`src/inc/btmr_pkg.sv`:
```
// Purpose: shared constants and types of the 14-bit periodic timer
// Assumes: 32-bit AXI4-Lite, registers addressed by word index
// Notes: byte address of a register is four times its index
package btmr_pkg;

  // Register word indices and byte address width
  localparam int ADDR_W = 18;
  localparam logic [15:0] CTRL_IDX = 16'hFE7F;
  localparam logic [15:0] ISL_IDX = 16'hFE5F;
  localparam logic [15:0] CNT_IDX = 16'hFE80;

  // Values after reset
  localparam logic [7:0] CTRL_RST = 8'h00;
  localparam logic [7:0] ISL_RST = 8'h00;

  // Count clock source codes; any other code picks the subclock
  localparam logic [1:0] SRC_CYCLE = 2'h1;
  localparam logic [1:0] SRC_T0 = 2'h3;

  // Chain bit that toggles every 8 count clocks (buzzer = count_clock_freq/16)
  localparam int BUZ_BIT = 3;

  // Chain masks whose all-ones state ends one interrupt 1 period
  localparam logic [13:0] IRQ1_M32 = 14'h001F;
  localparam logic [13:0] IRQ1_M128 = 14'h007F;
  localparam logic [13:0] IRQ1_M512 = 14'h01FF;
  localparam logic [13:0] IRQ1_M2048 = 14'h07FF;
  localparam logic [13:0] IRQ1_MF2 = 14'h0100;
  localparam logic [13:0] IRQ1_MF8 = 14'h0700;

  // Bus responses
  localparam logic [1:0] RESP_OKAY = 2'h0;
  localparam logic [1:0] RESP_SLVERR = 2'h2;

  typedef struct packed {
    logic fast_period_select;
    logic run_continue;
    logic irq1_period_hi;
    logic irq1_period_lo;
    logic irq1_flag;
    logic irq1_enable;
    logic irq0_flag;
    logic irq0_enable;
  } btmr_ctrl_t;

  typedef struct packed {
    logic [1:0] capture_sel;
    logic count_clock_sel_hi;
    logic count_clock_sel_lo;
    logic buzzer_enable;
    logic [2:0] filter_sel;
  } btmr_isl_t;

endpackage

```
`src/hdl/btmr_top.sv`:
```
// Purpose: 14-bit periodic timer with buzzer, AXI4-Lite registers
// Assumes: clock sources arrive as levels from other domains
// Notes: outputs all come from flip-flops
// Function
// - clock select field picks count source
// - 8-bit stage overflow clocks 6-bit stage
// - fast bit feeds high stage directly
// - fast mode: irq0 every 64 counts
// - normal mode: irq0 every 16384 counts
// - run bit clear stops at zero count
// - period field selects irq1 period
// - irq1 flag sticky until software clears
// - irq0 flag sticky until software clears
// - enabled irq1 raises request and release
// - enabled irq0 raises request and release
// - buzzer enabled outputs count clock over 16
// - buzzer disabled passes timer 1 PWM straight to the output
// - buzzer ANDed with timer 1 PWM
// - software may clear the whole chain
// - hold mode counting needs power bit
// - period field rewrite may set irq1
//
// The AXI4-Lite interface to the registers was left to the implementer.
`timescale 1ns/1ps
module btmr_top
  import btmr_pkg::*;
#(
  parameter int LOW_W = 8,
  parameter int HIGH_W = 6
) (
  // Clock and reset
  input wire logic aclk,
  input wire logic aresetn,
  // AXI4-Lite write address
  input wire logic [btmr_pkg::ADDR_W-1:0] s_axi_awaddr,
  input wire logic [2:0] s_axi_awprot,
  input wire logic s_axi_awvalid,
  output logic s_axi_awready,
  // AXI4-Lite write data
  input wire logic [31:0] s_axi_wdata,
  input wire logic [3:0] s_axi_wstrb,
  input wire logic s_axi_wvalid,
  output logic s_axi_wready,
  // AXI4-Lite write response
  output logic [1:0] s_axi_bresp,
  output logic s_axi_bvalid,
  input wire logic s_axi_bready,
  // AXI4-Lite read address
  input wire logic [btmr_pkg::ADDR_W-1:0] s_axi_araddr,
  input wire logic [2:0] s_axi_arprot,
  input wire logic s_axi_arvalid,
  output logic s_axi_arready,
  // AXI4-Lite read data
  output logic [31:0] s_axi_rdata,
  output logic [1:0] s_axi_rresp,
  output logic s_axi_rvalid,
  input wire logic s_axi_rready,
  // Count clock sources, asynchronous levels
  input wire logic subclock,
  input wire logic cycle_clock,
  input wire logic t0_prescale,
  // Power state, same clock domain
  input wire logic hold_mode,
  input wire logic power_control_hold_run,
  // Timer 1 PWM, same clock domain
  input wire logic timer1_high_pwm,
  // Outputs
  output logic irq_req,
  output logic hold_release,
  output logic buzzer_port_pin
);
  import btmr_pkg::*;

  localparam int CW = LOW_W + HIGH_W;

  btmr_ctrl_t ctrl_q;
  btmr_isl_t isl_q;
  logic [LOW_W-1:0] low_q;
  logic [HIGH_W-1:0] high_q;
  logic [CW-1:0] chain;
  logic [2:0] src_rise;
  logic sel_rise;
  logic running;
  logic tick;
  logic low_ovf;
  logic high_inc;
  logic irq0_hit;
  logic irq1_hit;
  logic [13:0] irq1_mask;
  logic [1:0] sel;

  // Bus side state
  logic aw_have_q;
  logic w_have_q;
  logic [ADDR_W-1:0] aw_addr_q;
  logic [31:0] w_data_q;
  logic [3:0] w_strb_q;
  logic wr_go;
  logic wr_ctrl;
  logic wr_isl;
  logic wr_cnt;
  logic wr_lane0;
  logic [15:0] aw_idx;
  logic [15:0] ar_idx;
  logic wr_ctrl_en;
  logic wr_isl_en;
  logic wr_cnt_en;
  logic irq1_pend;
  logic irq0_pend;
  logic [31:0] rd_word;
  logic rd_err;

  assign chain = {high_q, low_q};

  // Each count source gets its own synchroniser and edge detector
  btmr_edge_sync u_btmr_edge_sync_sub (
    .aclk(aclk),
    .aresetn(aresetn),
    .async_in(subclock),
    .rise(src_rise[0])
  );

  btmr_edge_sync u_btmr_edge_sync_cyc (
    .aclk(aclk),
    .aresetn(aresetn),
    .async_in(cycle_clock),
    .rise(src_rise[1])
  );

  btmr_edge_sync u_btmr_edge_sync_t0 (
    .aclk(aclk),
    .aresetn(aresetn),
    .async_in(t0_prescale),
    .rise(src_rise[2])
  );

  assign sel = {isl_q.count_clock_sel_hi, isl_q.count_clock_sel_lo};

  always_comb begin
    case (sel)
      SRC_CYCLE: sel_rise = src_rise[1];
      SRC_T0: sel_rise = src_rise[2];
      default: sel_rise = src_rise[0];
    endcase
  end

  // Stopped state is only left through the run bit
  assign running = ctrl_q.run_continue || (chain != '0);
  // Hold mode freezes the chain unless the power bit lets it run
  assign tick = sel_rise && running
    && !(hold_mode && !power_control_hold_run);
  assign low_ovf = tick && (&low_q);
  assign high_inc = ctrl_q.fast_period_select ? tick : low_ovf;

  always_comb begin
    irq0_hit = tick && (&chain);
    if (ctrl_q.fast_period_select) begin
      irq0_hit = tick && (&high_q);
    end
  end

  always_comb begin
    case ({ctrl_q.irq1_period_hi, ctrl_q.irq1_period_lo})
      2'h0: irq1_mask = IRQ1_M32;
      2'h1: irq1_mask = IRQ1_M128;
      2'h2: begin
        irq1_mask = ctrl_q.fast_period_select ? IRQ1_MF2 : IRQ1_M512;
      end
      default: begin
        irq1_mask = ctrl_q.fast_period_select ? IRQ1_MF8 : IRQ1_M2048;
      end
    endcase
  end

  // Field rewrite can land on an all-ones pattern and fire early
  assign irq1_hit = tick
    && ((chain[13:0] & irq1_mask) == irq1_mask);

  // Counter stages; a clear wins over a tick in the same cycle
  always_ff @(posedge aclk) begin
    if (!aresetn) begin
      low_q <= '0;
      high_q <= '0;
    end else if (wr_cnt_en) begin
      low_q <= '0;
      high_q <= '0;
    end else begin
      if (tick) begin
        low_q <= low_q + 1'b1;
      end
      if (high_inc) begin
        high_q <= high_q + 1'b1;
      end
    end
  end

  // Write decode
  assign aw_idx = aw_addr_q[ADDR_W-1:2];
  assign ar_idx = s_axi_araddr[ADDR_W-1:2];
  assign wr_go = aw_have_q && w_have_q && !s_axi_bvalid;
  assign wr_lane0 = w_strb_q[0];
  assign wr_ctrl = (aw_idx == CTRL_IDX);
  assign wr_isl = (aw_idx == ISL_IDX);
  assign wr_cnt = (aw_idx == CNT_IDX);
  // Counter clear ignores the strobes; the byte registers need lane 0
  assign wr_ctrl_en = wr_go && wr_ctrl && wr_lane0;
  assign wr_isl_en = wr_go && wr_isl && wr_lane0;
  assign wr_cnt_en = wr_go && wr_cnt;

  // Control register; hardware set wins over a software clear
  always_ff @(posedge aclk) begin
    if (!aresetn) begin
      ctrl_q <= CTRL_RST;
    end else begin
      if (wr_ctrl_en) begin
        ctrl_q <= btmr_ctrl_t'(w_data_q[7:0]);
      end
      if (irq1_hit) begin
        ctrl_q.irq1_flag <= 1'b1;
      end
      if (irq0_hit) begin
        ctrl_q.irq0_flag <= 1'b1;
      end
    end
  end

  always_ff @(posedge aclk) begin
    if (!aresetn) begin
      isl_q <= ISL_RST;
    end else if (wr_isl_en) begin
      isl_q <= btmr_isl_t'(w_data_q[7:0]);
    end
  end

  // Both sources share one vector and one release line
  assign irq1_pend = ctrl_q.irq1_enable && ctrl_q.irq1_flag;
  assign irq0_pend = ctrl_q.irq0_enable && ctrl_q.irq0_flag;

  // Request and hold release share one vector
  always_ff @(posedge aclk) begin
    if (!aresetn) begin
      irq_req <= 1'b0;
      hold_release <= 1'b0;
    end else begin
      irq_req <= irq1_pend || irq0_pend;
      hold_release <= irq1_pend || irq0_pend;
    end
  end

  // Buzzer; idle level high so the AND passes the PWM through
  always_ff @(posedge aclk) begin
    if (!aresetn) begin
      buzzer_port_pin <= 1'b0;
    end else if (isl_q.buzzer_enable) begin
      buzzer_port_pin <= low_q[BUZ_BIT] & timer1_high_pwm;
    end else begin
      buzzer_port_pin <= timer1_high_pwm;
    end
  end

  // Write address and data are taken independently
  always_ff @(posedge aclk) begin
    if (!aresetn) begin
      aw_have_q <= 1'b0;
      aw_addr_q <= '0;
      s_axi_awready <= 1'b0;
    end else begin
      if (s_axi_awvalid && s_axi_awready) begin
        aw_have_q <= 1'b1;
        aw_addr_q <= s_axi_awaddr;
        s_axi_awready <= 1'b0;
      end else if (wr_go) begin
        aw_have_q <= 1'b0;
      end else if (!aw_have_q && !s_axi_bvalid) begin
        s_axi_awready <= 1'b1;
      end
    end
  end

  always_ff @(posedge aclk) begin
    if (!aresetn) begin
      w_have_q <= 1'b0;
      w_data_q <= '0;
      w_strb_q <= '0;
      s_axi_wready <= 1'b0;
    end else begin
      if (s_axi_wvalid && s_axi_wready) begin
        w_have_q <= 1'b1;
        w_data_q <= s_axi_wdata;
        w_strb_q <= s_axi_wstrb;
        s_axi_wready <= 1'b0;
      end else if (wr_go) begin
        w_have_q <= 1'b0;
      end else if (!w_have_q && !s_axi_bvalid) begin
        s_axi_wready <= 1'b1;
      end
    end
  end

  always_ff @(posedge aclk) begin
    if (!aresetn) begin
      s_axi_bvalid <= 1'b0;
      s_axi_bresp <= RESP_OKAY;
    end else if (wr_go) begin
      s_axi_bvalid <= 1'b1;
      s_axi_bresp <= (wr_ctrl || wr_isl || wr_cnt) ? RESP_OKAY : RESP_SLVERR;
    end else if (s_axi_bready) begin
      s_axi_bvalid <= 1'b0;
    end
  end

  // Read data is chosen from the address as it is offered
  always_comb begin
    rd_word = 32'h00000000;
    rd_err = 1'b0;
    case (ar_idx)
      CTRL_IDX: rd_word = {24'h000000, ctrl_q};
      ISL_IDX: rd_word = {24'h000000, isl_q};
      CNT_IDX: rd_word = {{(32-CW){1'b0}}, chain};
      default: rd_err = 1'b1;
    endcase
  end

  // Read channel; one read in flight
  always_ff @(posedge aclk) begin
    if (!aresetn) begin
      s_axi_arready <= 1'b0;
      s_axi_rvalid <= 1'b0;
      s_axi_rdata <= '0;
      s_axi_rresp <= RESP_OKAY;
    end else if (s_axi_arvalid && s_axi_arready) begin
      s_axi_arready <= 1'b0;
      s_axi_rvalid <= 1'b1;
      s_axi_rdata <= rd_word;
      s_axi_rresp <= rd_err ? RESP_SLVERR : RESP_OKAY;
    end else if (s_axi_rvalid) begin
      if (s_axi_rready) begin
        s_axi_rvalid <= 1'b0;
      end
    end else begin
      s_axi_arready <= 1'b1;
    end
  end

endmodule // btmr_top

// Two-flop synchroniser with a third flop used only for edge detection
module btmr_edge_sync (
  // Clock and reset
  input wire logic aclk,
  input wire logic aresetn,
  // Asynchronous level in, one-cycle rise pulse out
  input wire logic async_in,
  output logic rise
);
  logic meta_q;
  logic sync_q;
  logic last_q;

  // Only sync_q reads meta_q, so nothing sees a metastable value
  always_ff @(posedge aclk) begin
    if (!aresetn) begin
      meta_q <= 1'b0;
      sync_q <= 1'b0;
      last_q <= 1'b0;
    end else begin
      meta_q <= async_in;
      sync_q <= meta_q;
      last_q <= sync_q;
    end
  end

  // A source sitting high at reset release counts once
  assign rise = sync_q && !last_q;

endmodule // btmr_edge_sync

```
`config.mk`:
```
export PLATFORM = sky130hd
export DESIGN_NAME = btmr_top
export DESIGN_NICKNAME = d
export VERILOG_FILES = /design/src/inc/btmr_pkg.sv /design/src/hdl/btmr_top.sv
export SDC_FILE = /design/constraint.sdc
export NUM_CORES = 1
export LEC_CHECK = 0
export ABC_AREA = 1
export BUFFER_PORTS_ARGS = -buffer_cell sky130_fd_sc_hd__buf_2
export CAP_MARGIN = 20
export CORE_ASPECT_RATIO = 0.7
export CORE_MARGIN = 8
export CORE_UTILIZATION = 51
export CTS_CLUSTER_DIAMETER = 30
export DETAILED_ROUTE_END_ITERATION = 12
export GPL_ROUTABILITY_DRIVEN = 1
export PLACE_DENSITY = 0.8
export SLEW_MARGIN = 20
export SYNTH_ARGS = -nofsm -noshare
export SYNTH_HDL_FRONTEND = slang
export SYNTH_SLANG_ARGS = --single-unit
```
`constraint.sdc`:
```
create_clock -name aclk -period 1.65 [get_ports aclk]
set_input_delay 0.33 -clock aclk [delete_from_list [all_inputs] [get_ports aclk]]
set_output_delay 0.33 -clock aclk [all_outputs]
set_load 0.01 [all_outputs]
```
==> impl_metrics.py, run 1 <==
metrics = {
    "timing": {
        "finalSetupViolCount": 0,
        "rsz0062_at_grt": "no",
        "hold_viol_final": 0,
        "setup_slack_ns": 0.112,
        "finalClockSkew_ns": 0.00466,
        "timing.fmax_ghz": 0.650,
        "fin_setup_tns_ns": 0,
        "fin_crit_ns": 1.54,
        "slew_viol_final": 0,
        "timing.final.crit_share_pct": 93.2,
    },
    "worst_setup_path": {
        "cp_cell_sequence": "inv_1 -> ha_1 -> nand3_1 -> nor2_2 -> nand2_2 -> nand3_4 -> nor2_8 -> nand3_1 -> nand2_1 -> nor2_1",
        "cp.buffers_inverters": 1,
        "required_ns": 1.89,
        "critical_path_class": "register to register",
        "critical-path-top-delay-family": "simple AND/OR/NAND/NOR gates",
        "cp-start-kind": "register",
        "crit_top_cell": "nand3_1",
        "slowest_delay_ns": 0.35,
        "arrival_ns": 1.77,
        "worst-path-max-fanout": 5,
        "cp-end-kind": "register",
        "slowest_stage": "dfxtp_2",
    },
    "floorplanning": {
        "row_count": 27,
        "die_area_um2": 11200,
        "core-area_um2": 7840,
        "die_width_um": 123,
        "pin_count": 135,
        "start_util_pct": 52.2,
        "die_y_um": 90.9,
    },
    "pwr": {
        "pwr-share-clk_pct": 46.1,
        "p_int_mw": 3.80,
        "ir_drop_mv": 0.684,
        "p_leak_nw": 2.23,
        "power.share.sequential_pct": 46.9,
        "comb_power_share_pct": 7.0,
        "switchingPower_mw": 1.03,
        "swShare_pct": 21.3,
        "cellPowerDensity_nw_per_um2": 967,
    },
    "clock_network": {
        "cts_tree": "yes",
        "h-tree-depth": 3,
        "clock_sinks": 89,
        "cts_buffers": 9,
        "clock_latency_ns": 0.34,
        "path_clk_slew_ns": 0.06,
        "cts_buffer_depth": 2,
        "cts-root-buf": "clkbuf_16",
    },
    "routing": {
        "drt-total-wl_mm": 10.6,
        "viasPerCell": 5.18,
        "wl_per_cell_um": 13.9,
        "remaining_drc_errors": 0,
        "drtIter0Drc": 333,
        "dr.pass1.iters": 4,
        "vias": 3982,
        "final_antenna_net_count": 0,
    },
    "synth": {
        "yosys.area_share.simple_pct": 29.1,
        "ys_seq_elements": 89,
        "muxShareOfSynthArea_pct": 0,
        "synth_cells": 567,
        "synth_compound_area_share_pct": 13.4,
        "avgSynthCellArea_um2": 7.21,
        "seq_area_frac_synth_pct": 43.6,
        "yosys.area_share.xor_xnor_pct": 1.28,
        "synth_top_family_by_area": "simple AND/OR/NAND/NOR gates",
        "ys_warn_count": 0,
        "syn_area_um2": 4090,
        "synth_cell_type_count": 34,
        "synthAdderAreaFrac_pct": 1.22,
    },
    "status": {
        "status": "finished, final reports clean",
    },
    "cells_and_area": {
        "areaGrowthSynthToFinish_pct": 22.2,
        "fin_nets": 760,
        "layout_commonest_cell": "nand2_1",
        "diodes": 0,
        "layout_common_cells": "nand2_1 (88), dfxtp_1 (87), nor2_1 (82)",
        "multi_input_area_um2": 1950,
        "fill_cells": 667,
        "drive_above_1_share_pct": 21.7,
        "seq_area_um2": 1780,
    },
    "placement": {
        "dpl.hpwl_mm": 8.07,
        "io_buffers": 77,
        "place_ws_ns": 0.0353,
        "place.gp.congestion": 0.903,
    },
    "global_routing": {
        "grt_max_degree": 34,
        "antenna_found_initial": 0,
        "grt_first_pass_wirelength_mm": 17.3,
        "grt-ovfl-total": 0,
        "grt_pass1_vias": 3761,
        "track_usage_pct": 19.1,
    },
    "min_path": {
        "min_path_type": "input port to register",
    },
    "flow_run": {
        "max_cap_viol_count": 0,
    },
}
cells by family (layout without fill, tap and decap cells):
logic type                 count (synthesis)  after routing
xor gates and xnor gates                   6              6
DFF                                       89             89
other                                      1             20
buffers and inverters                     97            176
and+or+nand+nor                          262            264
adders and majority gates                  4              4
AOI/OAI and AO/OA                        108            108
worst reg2reg max path, stage by stage (launching register included):
cell and delay [ns]:
dfxtp_2 0.35, inv_1 0.06, ha_1 0.19, nand3_1 0.09
nor2_2 0.05, nand2_2 0.11, nand3_4 0.17, nor2_8 0.20
nand3_1 0.09, nand2_1 0.07, nor2_1 0.04
sequential cells by signal, indices dropped and copies added, names as in the netlist, 6 cells and up:
name / flops
aw_addr_q: 16
low_q: 8
ctrl_q: 8
high_q: 6
isl_q: 8
w_data_q: 8
s_axi_rdata: 14
timing repair:
action,in CTS,in global routing
gates resized for setup,0,8
hold endpoints to repair,0,0
setup buffers,0,2
hold buffers,0,0
endpoints found under the setup margin,0,19
cell usage after synthesis (all sizes together):
library cell	n	area (um^2)
a211oi	1	7.51
a21oi	54	270
and2	1	6.26
buf	27	196
clkbuf	12	45.0
clkinv	3	11.3
conb	1	3.75
dfxtp	89	1780
ha	4	50.1
inv	55	209
nand2	94	365
nand3	56	298
nand3b	5	41.3
nand4	12	75.1
nor2	91	388
nor3	2	10.0
nor3b	1	7.51
o211ai	1	7.51
o21ai	52	264
xnor2	2	17.5
xor2	4	35.0
metal layers:
| metal | up-vias | global-route usage [%] | share of wire, % |
|---|---|---|---|
| li1 | 1996 | - | - |
| met1 | 1793 | 26.4 | 48 |
| met2 | 180 | 26.9 | 39 |
| met3 | 13 | 6.56 | 11 |
| met4 | 0 | 6.79 | 1.5 |
| met5 | - | 0 | 0 |
cell type report:
type / count / area share, %
repair buffers: 105 / 11.9
multi-input cells: 402 / 39.0
clock inverters: 4 / 1.90
inverters: 58 / 4.41
clock buffers: 9 / 4.51
well taps: 101 / 2.53
flip-flops and latches: 89 / 35.7
final timing paths:
check | cells past startpoint | slack, ns | startpoint | end
setup / recovery | 10 | 0.11 | low_q[0]$_SDFFE_PP0P_ | high_q[2]$_SDFFE_PP0P_
hold / removal | 3 | 0.17 | t0_prescale | u_btmr_edge_sync_t0.meta_q$_SDFF_PN0_
setup reg to reg | 10 | 0.11 | low_q[0]$_SDFFE_PP0P_ | high_q[2]$_SDFFE_PP0P_
hold reg to reg | 2 | 0.41 | u_btmr_edge_sync_cyc.meta_q$_SDFF_PN0_ | u_btmr_edge_sync_cyc.sync_q$_SDFF_PN0_
power groups by stage:
stage          Combinational, mW  Clock, mW  Sequential (mW)
6_report                   0.340       2.23             2.27
5_1_grt                    0.388       2.34             2.28
4_1_cts                    0.335       2.27             2.27
3_5_place_dp               0.334          0             2.31
3_3_place_gp               0.321          0             2.31
2_1_floorplan              0.226          0             2.31
through the flow:
| stage | utilization, % | hold slack (ns) | power [mW] | std cells | area, um^2 |
|---|---|---|---|---|---|
| final | 63.8 | 0.170 | 4.83 | 768 | 5000 |
| after global routing | 63.8 | 0.168 | 5.01 | 768 | 5000 |
| after CTS | 63.2 | 0.158 | 4.87 | 765 | 4950 |
| after detailed placement | 59.1 | 0.407 | 2.65 | 752 | 4630 |
| after global placement | 59.1 | 0.395 | 2.63 | 752 | 4630 |
| after floorplan | - | 0.390 | 2.53 | 586 | 4160 |
Power figures use the tool's default switching activity.
==> run 2, diff against run 1 <==
==> constraint.sdc (replaced) <==
create_clock -name aclk -period 1.65 [get_ports aclk]
set_input_delay 0.2475 -clock aclk [delete_from_list [all_inputs] [get_ports aclk]]
set_output_delay 0.2475 -clock aclk [all_outputs]
set_load 0.01 [all_outputs]
==> run 2 against run 1 <==
Compared with the run above: via count increased by 0.80%; clock power decreased by 2%; combinational power about the same; flip-flop and latch count unchanged; cell count increased by 0.26%; sequential share of layout area about the same; largest power group unchanged.
==> impl_metrics.py, run 2 (synthesis results as in run 1) <==
metrics = {
    "worst_setup_path": {
        "critical_path_class": "register to register",
        "worst-path-max-fanout": 8,
        "cp_cell_sequence": "inv_1 -> ha_1 -> nand3_1 -> nor2_1 -> nand2_1 -> nand3_4 -> buf_6 -> inv_4 -> nand2_1 -> a21oi_1",
        "cp-start-kind": "register",
        "startpoint": "low_q[0]$_SDFFE_PP0P_",
        "arrival_ns": 1.82,
        "critical-path-top-delay-family": "simple AND/OR/NAND/NOR gates",
        "cp-end-kind": "register",
        "slowest_stage": "dfxtp_4",
        "cp.buffers_inverters": 3,
        "r2r_slack_ns": 0.1,
        "crit_top_cell": "nand2_1",
        "slowest_delay_ns": 0.36,
        "rr_worst_depth": 10,
        "required_ns": 1.92,
        "r2r_start": "low_q[0]$_SDFFE_PP0P_",
        "r2r-end": "ctrl_q[3]$_SDFFE_PN0P_",
    },
    "pwr": {
        "p_leak_nw": 2.23,
        "ir_drop_mv": 0.463,
        "cellPowerDensity_nw_per_um2": 958,
        "power_mw": 4.79,
    },
    "timing": {
        "timing.final.crit_share_pct": 94.0,
        "finalClockSkew_ns": 0.00661,
        "slew_viol_final": 0,
        "finalSetupViolCount": 0,
        "setup_slack_ns": 0.0984,
        "fin_setup_tns_ns": 0,
        "timing.fmax_ghz": 0.645,
        "hold_viol_final": 0,
        "fin_crit_ns": 1.55,
    },
    "cells_and_area": {
        "post-route-util_pct": 63.8,
        "largest-register": "aw_addr_q",
        "largestRegisters": "aw_addr_q (16), s_axi_rdata (14)",
        "layout_common_cells": "nand2_1 (89), dfxtp_1 (87), nor2_1 (83)",
        "diodes": 0,
        "areaGrowthSynthToFinish_pct": 22.2,
        "seq_area_um2": 1790,
        "largest_reg_flops": 16,
        "fill_cells": 671,
        "fin_nets": 759,
        "drive_above_1_share_pct": 21.8,
        "layout_commonest_cell": "nand2_1",
        "multi_input_area_um2": 1940,
    },
    "floorplanning": {
        "start_util_pct": 52.2,
        "die_area_um2": 11200,
        "core-area_um2": 7840,
        "row_count": 27,
        "die_width_um": 123,
        "die_y_um": 90.9,
        "pin_count": 135,
    },
    "global_routing": {
        "grt_pass1_vias": 3720,
        "grt_first_pass_wirelength_mm": 17.7,
        "grt_max_degree": 31,
        "antenna_found_initial": 0,
        "track_usage_pct": 19.6,
        "grt-ovfl-total": 0,
    },
    "clock_network": {
        "h-tree-depth": 3,
        "cts_tree": "yes",
        "cts_buffer_depth": 2,
        "path_clk_slew_ns": 0.07,
        "hold_buffers": 0,
        "cts_buffers": 9,
        "clock_sinks": 89,
        "cts-root-buf": "clkbuf_16",
        "clock_latency_ns": 0.34,
    },
    "placement": {
        "place.gp.congestion": 0.899,
        "place_ws_ns": 0.0150,
        "io_buffers": 77,
        "dpl.hpwl_mm": 8.17,
    },
    "min_path": {
        "hp-start": "subclock",
        "worstHoldEndpoint": "u_btmr_edge_sync_sub.meta_q$_SDFF_PN0_",
        "hold_path_depth": 3,
        "min_path_type": "input port to register",
    },
    "flow_run": {
        "max_cap_viol_count": 0,
    },
    "routing": {
        "final_antenna_net_count": 0,
        "drt-total-wl_mm": 11.0,
        "viasPerCell": 5.21,
        "wl_per_cell_um": 14.3,
        "vias": 4014,
        "dr.pass1.iters": 5,
        "remaining_drc_errors": 0,
        "drtIter0Drc": 330,
    },
    "status": {
        "status": "finished, final reports clean",
    },
}
run 2: worst reg2reg max path, stage by stage (launching register included):
cell     delay, ns
dfxtp_4       0.36
inv_1         0.06
ha_1          0.18
nand3_1       0.08
nor2_1        0.05
nand2_1       0.11
nand3_4       0.16
buf_6         0.18
inv_4         0.09
nand2_1       0.08
a21oi_1       0.13
run 2: where the power goes:
| part | leakage, nW | switching (mW) | internal, mW |
|---|---|---|---|
| Sequential | 0.726 | 0.0462 | 2.22 |
| Clock | 0.153 | 0.853 | 1.33 |
| Combinational | 1.35 | 0.207 | 0.131 |
run 2: layer usage:
layer	track usage, %	up-vias	wire length, um
li1	-	2001	-
met1	26.0	1810	5000
met4	6.39	0	196
met3	6.06	16	1140
met5	0	-	0
met2	29.4	187	4640
run 2: how the worst max path moves through the flow:
stage	end	cells past startpoint	slack, ns
floorplan	low_q[2]$_SDFFE_PP0P_	9	0.23
global placement	high_q[1]$_SDFFE_PP0P_	10	0.08
detailed placement	high_q[1]$_SDFFE_PP0P_	10	0.02
CTS	low_q[2]$_SDFFE_PP0P_	9	0.01
global route	low_q[0]$_SDFFE_PP0P_	10	-0.002
finish	ctrl_q[3]$_SDFFE_PN0P_	10	0.1
run 2: through the flow:
step	instance area, um^2	std cells	hold WS (ns)
floorplan	4160	586	0.345
global placement	4620	750	0.394
detailed placement	4620	750	0.397
CTS	4970	770	0.0741
global route	5000	770	0.105
finish	5000	770	0.0851
run 2: cell type report:
| cell class | count | share of cell area, % |
|---|---|---|
| inverter | 58 | 4.40 |
| tap | 101 | 2.53 |
| clock inverter | 6 | 1.80 |
| timing repair buffer | 105 | 12.1 |
| clock buffer | 10 | 4.58 |
| multi-input combinational | 401 | 38.9 |
| sequential | 89 | 35.7 |
run 2: timing repair:
item	CTS	global route
setup buffers	3	0
pin swaps	1	2
setup endpoints to repair	4	17
cloned	1	0
gates resized for setup	0	11
==> run 3, diff against run 2 <==
--- a/config.mk
+++ b/config.mk
@@ -11,6 +11,7 @@
 export CORE_ASPECT_RATIO = 0.7
 export CORE_MARGIN = 8
 export CORE_UTILIZATION = 51
+export CTS_BUF_LIST = sky130_fd_sc_hd__clkbuf_16
 export CTS_CLUSTER_DIAMETER = 30
 export DETAILED_ROUTE_END_ITERATION = 12
 export GPL_ROUTABILITY_DRIVEN = 1
==> run 3 against run 2 <==
Compared with the run above: flip-flop and latch count unchanged; power about the same; design area unchanged; first-iteration DRC count did not move; critical path type unchanged; critical endpoint unchanged; highest routed layer unchanged.
==> impl_metrics.py, run 3 (synthesis results as in run 1) <==
metrics = {
    "pwr": {
        "p_leak_nw": 2.23,
        "p_int_mw": 3.68,
        "switchingPower_mw": 1.11,
        "comb_power_share_pct": 7.1,
        "power.share.sequential_pct": 47.3,
        "cellPowerDensity_nw_per_um2": 957,
        "ir_drop_mv": 0.463,
        "pwr-share-clk_pct": 45.6,
        "swShare_pct": 23.2,
        "power_mw": 4.79,
    },
    "placement": {
        "dp_cells": 750,
        "io_buffers": 77,
        "place.gp.congestion": 0.899,
        "dpl.hpwl_mm": 8.17,
    },
    "routing": {
        "remaining_drc_errors": 0,
        "vias": 4013,
        "drt-total-wl_mm": 11.0,
        "drtIter0Drc": 330,
        "dr.pass1.iters": 5,
        "viasPerCell": 5.21,
        "wl_per_cell_um": 14.3,
        "final_antenna_net_count": 0,
    },
    "worst_setup_path": {
        "cp-start-kind": "register",
        "critical-path-top-delay-family": "simple AND/OR/NAND/NOR gates",
        "cp-end-kind": "register",
        "arrival_ns": 1.82,
        "slowest_stage": "dfxtp_4",
        "critical_path_class": "register to register",
        "worst-path-max-fanout": 8,
        "cp.buffers_inverters": 3,
        "crit_top_cell": "nand2_1",
        "slowest_delay_ns": 0.36,
        "cp_cell_sequence": "inv_1 -> ha_1 -> nand3_1 -> nor2_1 -> nand2_1 -> nand3_4 -> buf_6 -> inv_4 -> nand2_1 -> a21oi_1",
        "required_ns": 1.92,
    },
    "global_routing": {
        "grt_first_pass_wirelength_mm": 17.7,
        "met1_usage_pct": 26.0,
        "antenna_found_initial": 0,
        "grt-ovfl-total": 0,
        "grt_max_degree": 31,
        "grtUsageMet3_pct": 6.06,
        "track_usage_pct": 19.6,
        "grt_pass1_vias": 3720,
        "top_usage_layer": "met2",
        "gr-usage-met2_pct": 29.4,
    },
    "timing": {
        "timing.fmax_ghz": 0.644,
        "finalClockSkew_ns": 0.00665,
        "timing.final.crit_share_pct": 94.0,
        "slew_viol_final": 0,
        "finalSetupViolCount": 0,
        "fin_crit_ns": 1.55,
        "hold_viol_final": 0,
    },
    "cells_and_area": {
        "layout_common_cells": "nand2_1 (89), dfxtp_1 (87), nor2_1 (83)",
        "largest-register": "aw_addr_q",
        "final_cell_count_no_fill": 770,
        "layout_commonest_cell": "nand2_1",
        "drive_above_1_share_pct": 21.8,
        "diodes": 0,
        "largest_reg_flops": 16,
        "areaGrowthSynthToFinish_pct": 22.2,
        "largestRegisters": "aw_addr_q (16), s_axi_rdata (14)",
        "fill_cells": 671,
        "fin_nets": 759,
        "seq_area_um2": 1790,
        "post-route-util_pct": 63.8,
        "multi_input_area_um2": 1940,
    },
    "min_path": {
        "min_path_type": "input port to register",
    },
    "clock_network": {
        "clock_sinks": 89,
        "hold_buffers": 0,
        "cts_buffers": 9,
        "cts_buffer_depth": 2,
        "clock_latency_ns": 0.34,
        "cts-root-buf": "clkbuf_16",
        "h-tree-depth": 3,
        "path_clk_slew_ns": 0.07,
        "cts_tree": "yes",
    },
    "floorplanning": {
        "core-area_um2": 7840,
        "start_util_pct": 52.2,
        "die_width_um": 123,
        "die_y_um": 90.9,
        "pin_count": 135,
        "row_count": 27,
        "die_area_um2": 11200,
    },
    "status": {
        "status": "finished, final reports clean",
    },
    "flow_run": {
        "max_cap_viol_count": 0,
    },
}
## run 3: cell count changes in the layout (fill, tap and decap cells not counted), sizes merged
cell    change
inv         +1
clkbuf      -1
## run 3: area by class of cell
cell class / instances / area share (%)
multi-input cells: 401 / 38.9
flip-flops and latches: 89 / 35.7
repair buffers: 105 / 12.1
clock buffers: 9 / 4.50
inverters: 58 / 4.40
well taps: 101 / 2.53
clock inverters: 7 / 1.88
## run 3: through the flow
stage / cell area, um^2 / setup TNS (ns) / hold WS, ns / setup WS, ns
after global routing: 5000 / -0.00210 / 0.105 / -0.00210
final: 5000 / 0 / 0.0850 / 0.0982
after global placement: 4620 / 0 / 0.394 / 0.0846
after CTS: 4970 / 0 / 0.0739 / 0.0124
after floorplan: 4160 / 0 / 0.345 / 0.227
after detailed placement: 4620 / 0 / 0.397 / 0.0150
## run 3: routing by layer
layer | wire [um] | vias to the layer above
li1 | - | 2001
met1 | 4990 | 1806
met2 | 4620 | 188
met3 | 1150 | 18
met4 | 211 | 0
met5 | 0 | -
## run 3: timing repair
action / CTS / global route
endpoints found under the setup margin: 4 / 17
setup buffers: 3 / 0
resized for setup: 0 / 11
pin swaps: 1 / 2
gates cloned: 1 / 0
## run 3: worst register-to-register path, delay by kind of cell, from the launching register on
kind | cells | cell delay [ns]
adder cells (fa/ha/maj) | 1 | 0.18
buffers and inverters | 3 | 0.33
AND/OR/NAND/NOR | 5 | 0.48
AO/OA/AOI/OAI | 1 | 0.13
flip-flops | 1 | 0.36
## run 3: final timing paths
check / startpoint / endpoint / slack, ns / cells past startpoint
worst min-delay path: subclock / u_btmr_edge_sync_sub.meta_q$_SDFF_PN0_ / 0.08 / 3
worst max-delay path: low_q[0]$_SDFFE_PP0P_ / ctrl_q[3]$_SDFFE_PN0P_ / 0.1 / 10
worst min register to register: u_btmr_edge_sync_t0.meta_q$_SDFF_PN0_ / u_btmr_edge_sync_t0.sync_q$_SDFF_PN0_ / 0.41 / 2
worst max register to register: low_q[0]$_SDFFE_PP0P_ / ctrl_q[3]$_SDFFE_PN0P_ / 0.1 / 10
## run 3: power groups by stage
stage | Combinational (mW) | Clock, mW | Sequential (mW)
5_1_grt | 0.383 | 2.30 | 2.27
4_1_cts | 0.335 | 2.21 | 2.26
3_3_place_gp | 0.319 | 0 | 2.31
3_5_place_dp | 0.332 | 0 | 2.31
6_report | 0.338 | 2.18 | 2.26
2_1_floorplan | 0.226 | 0 | 2.31
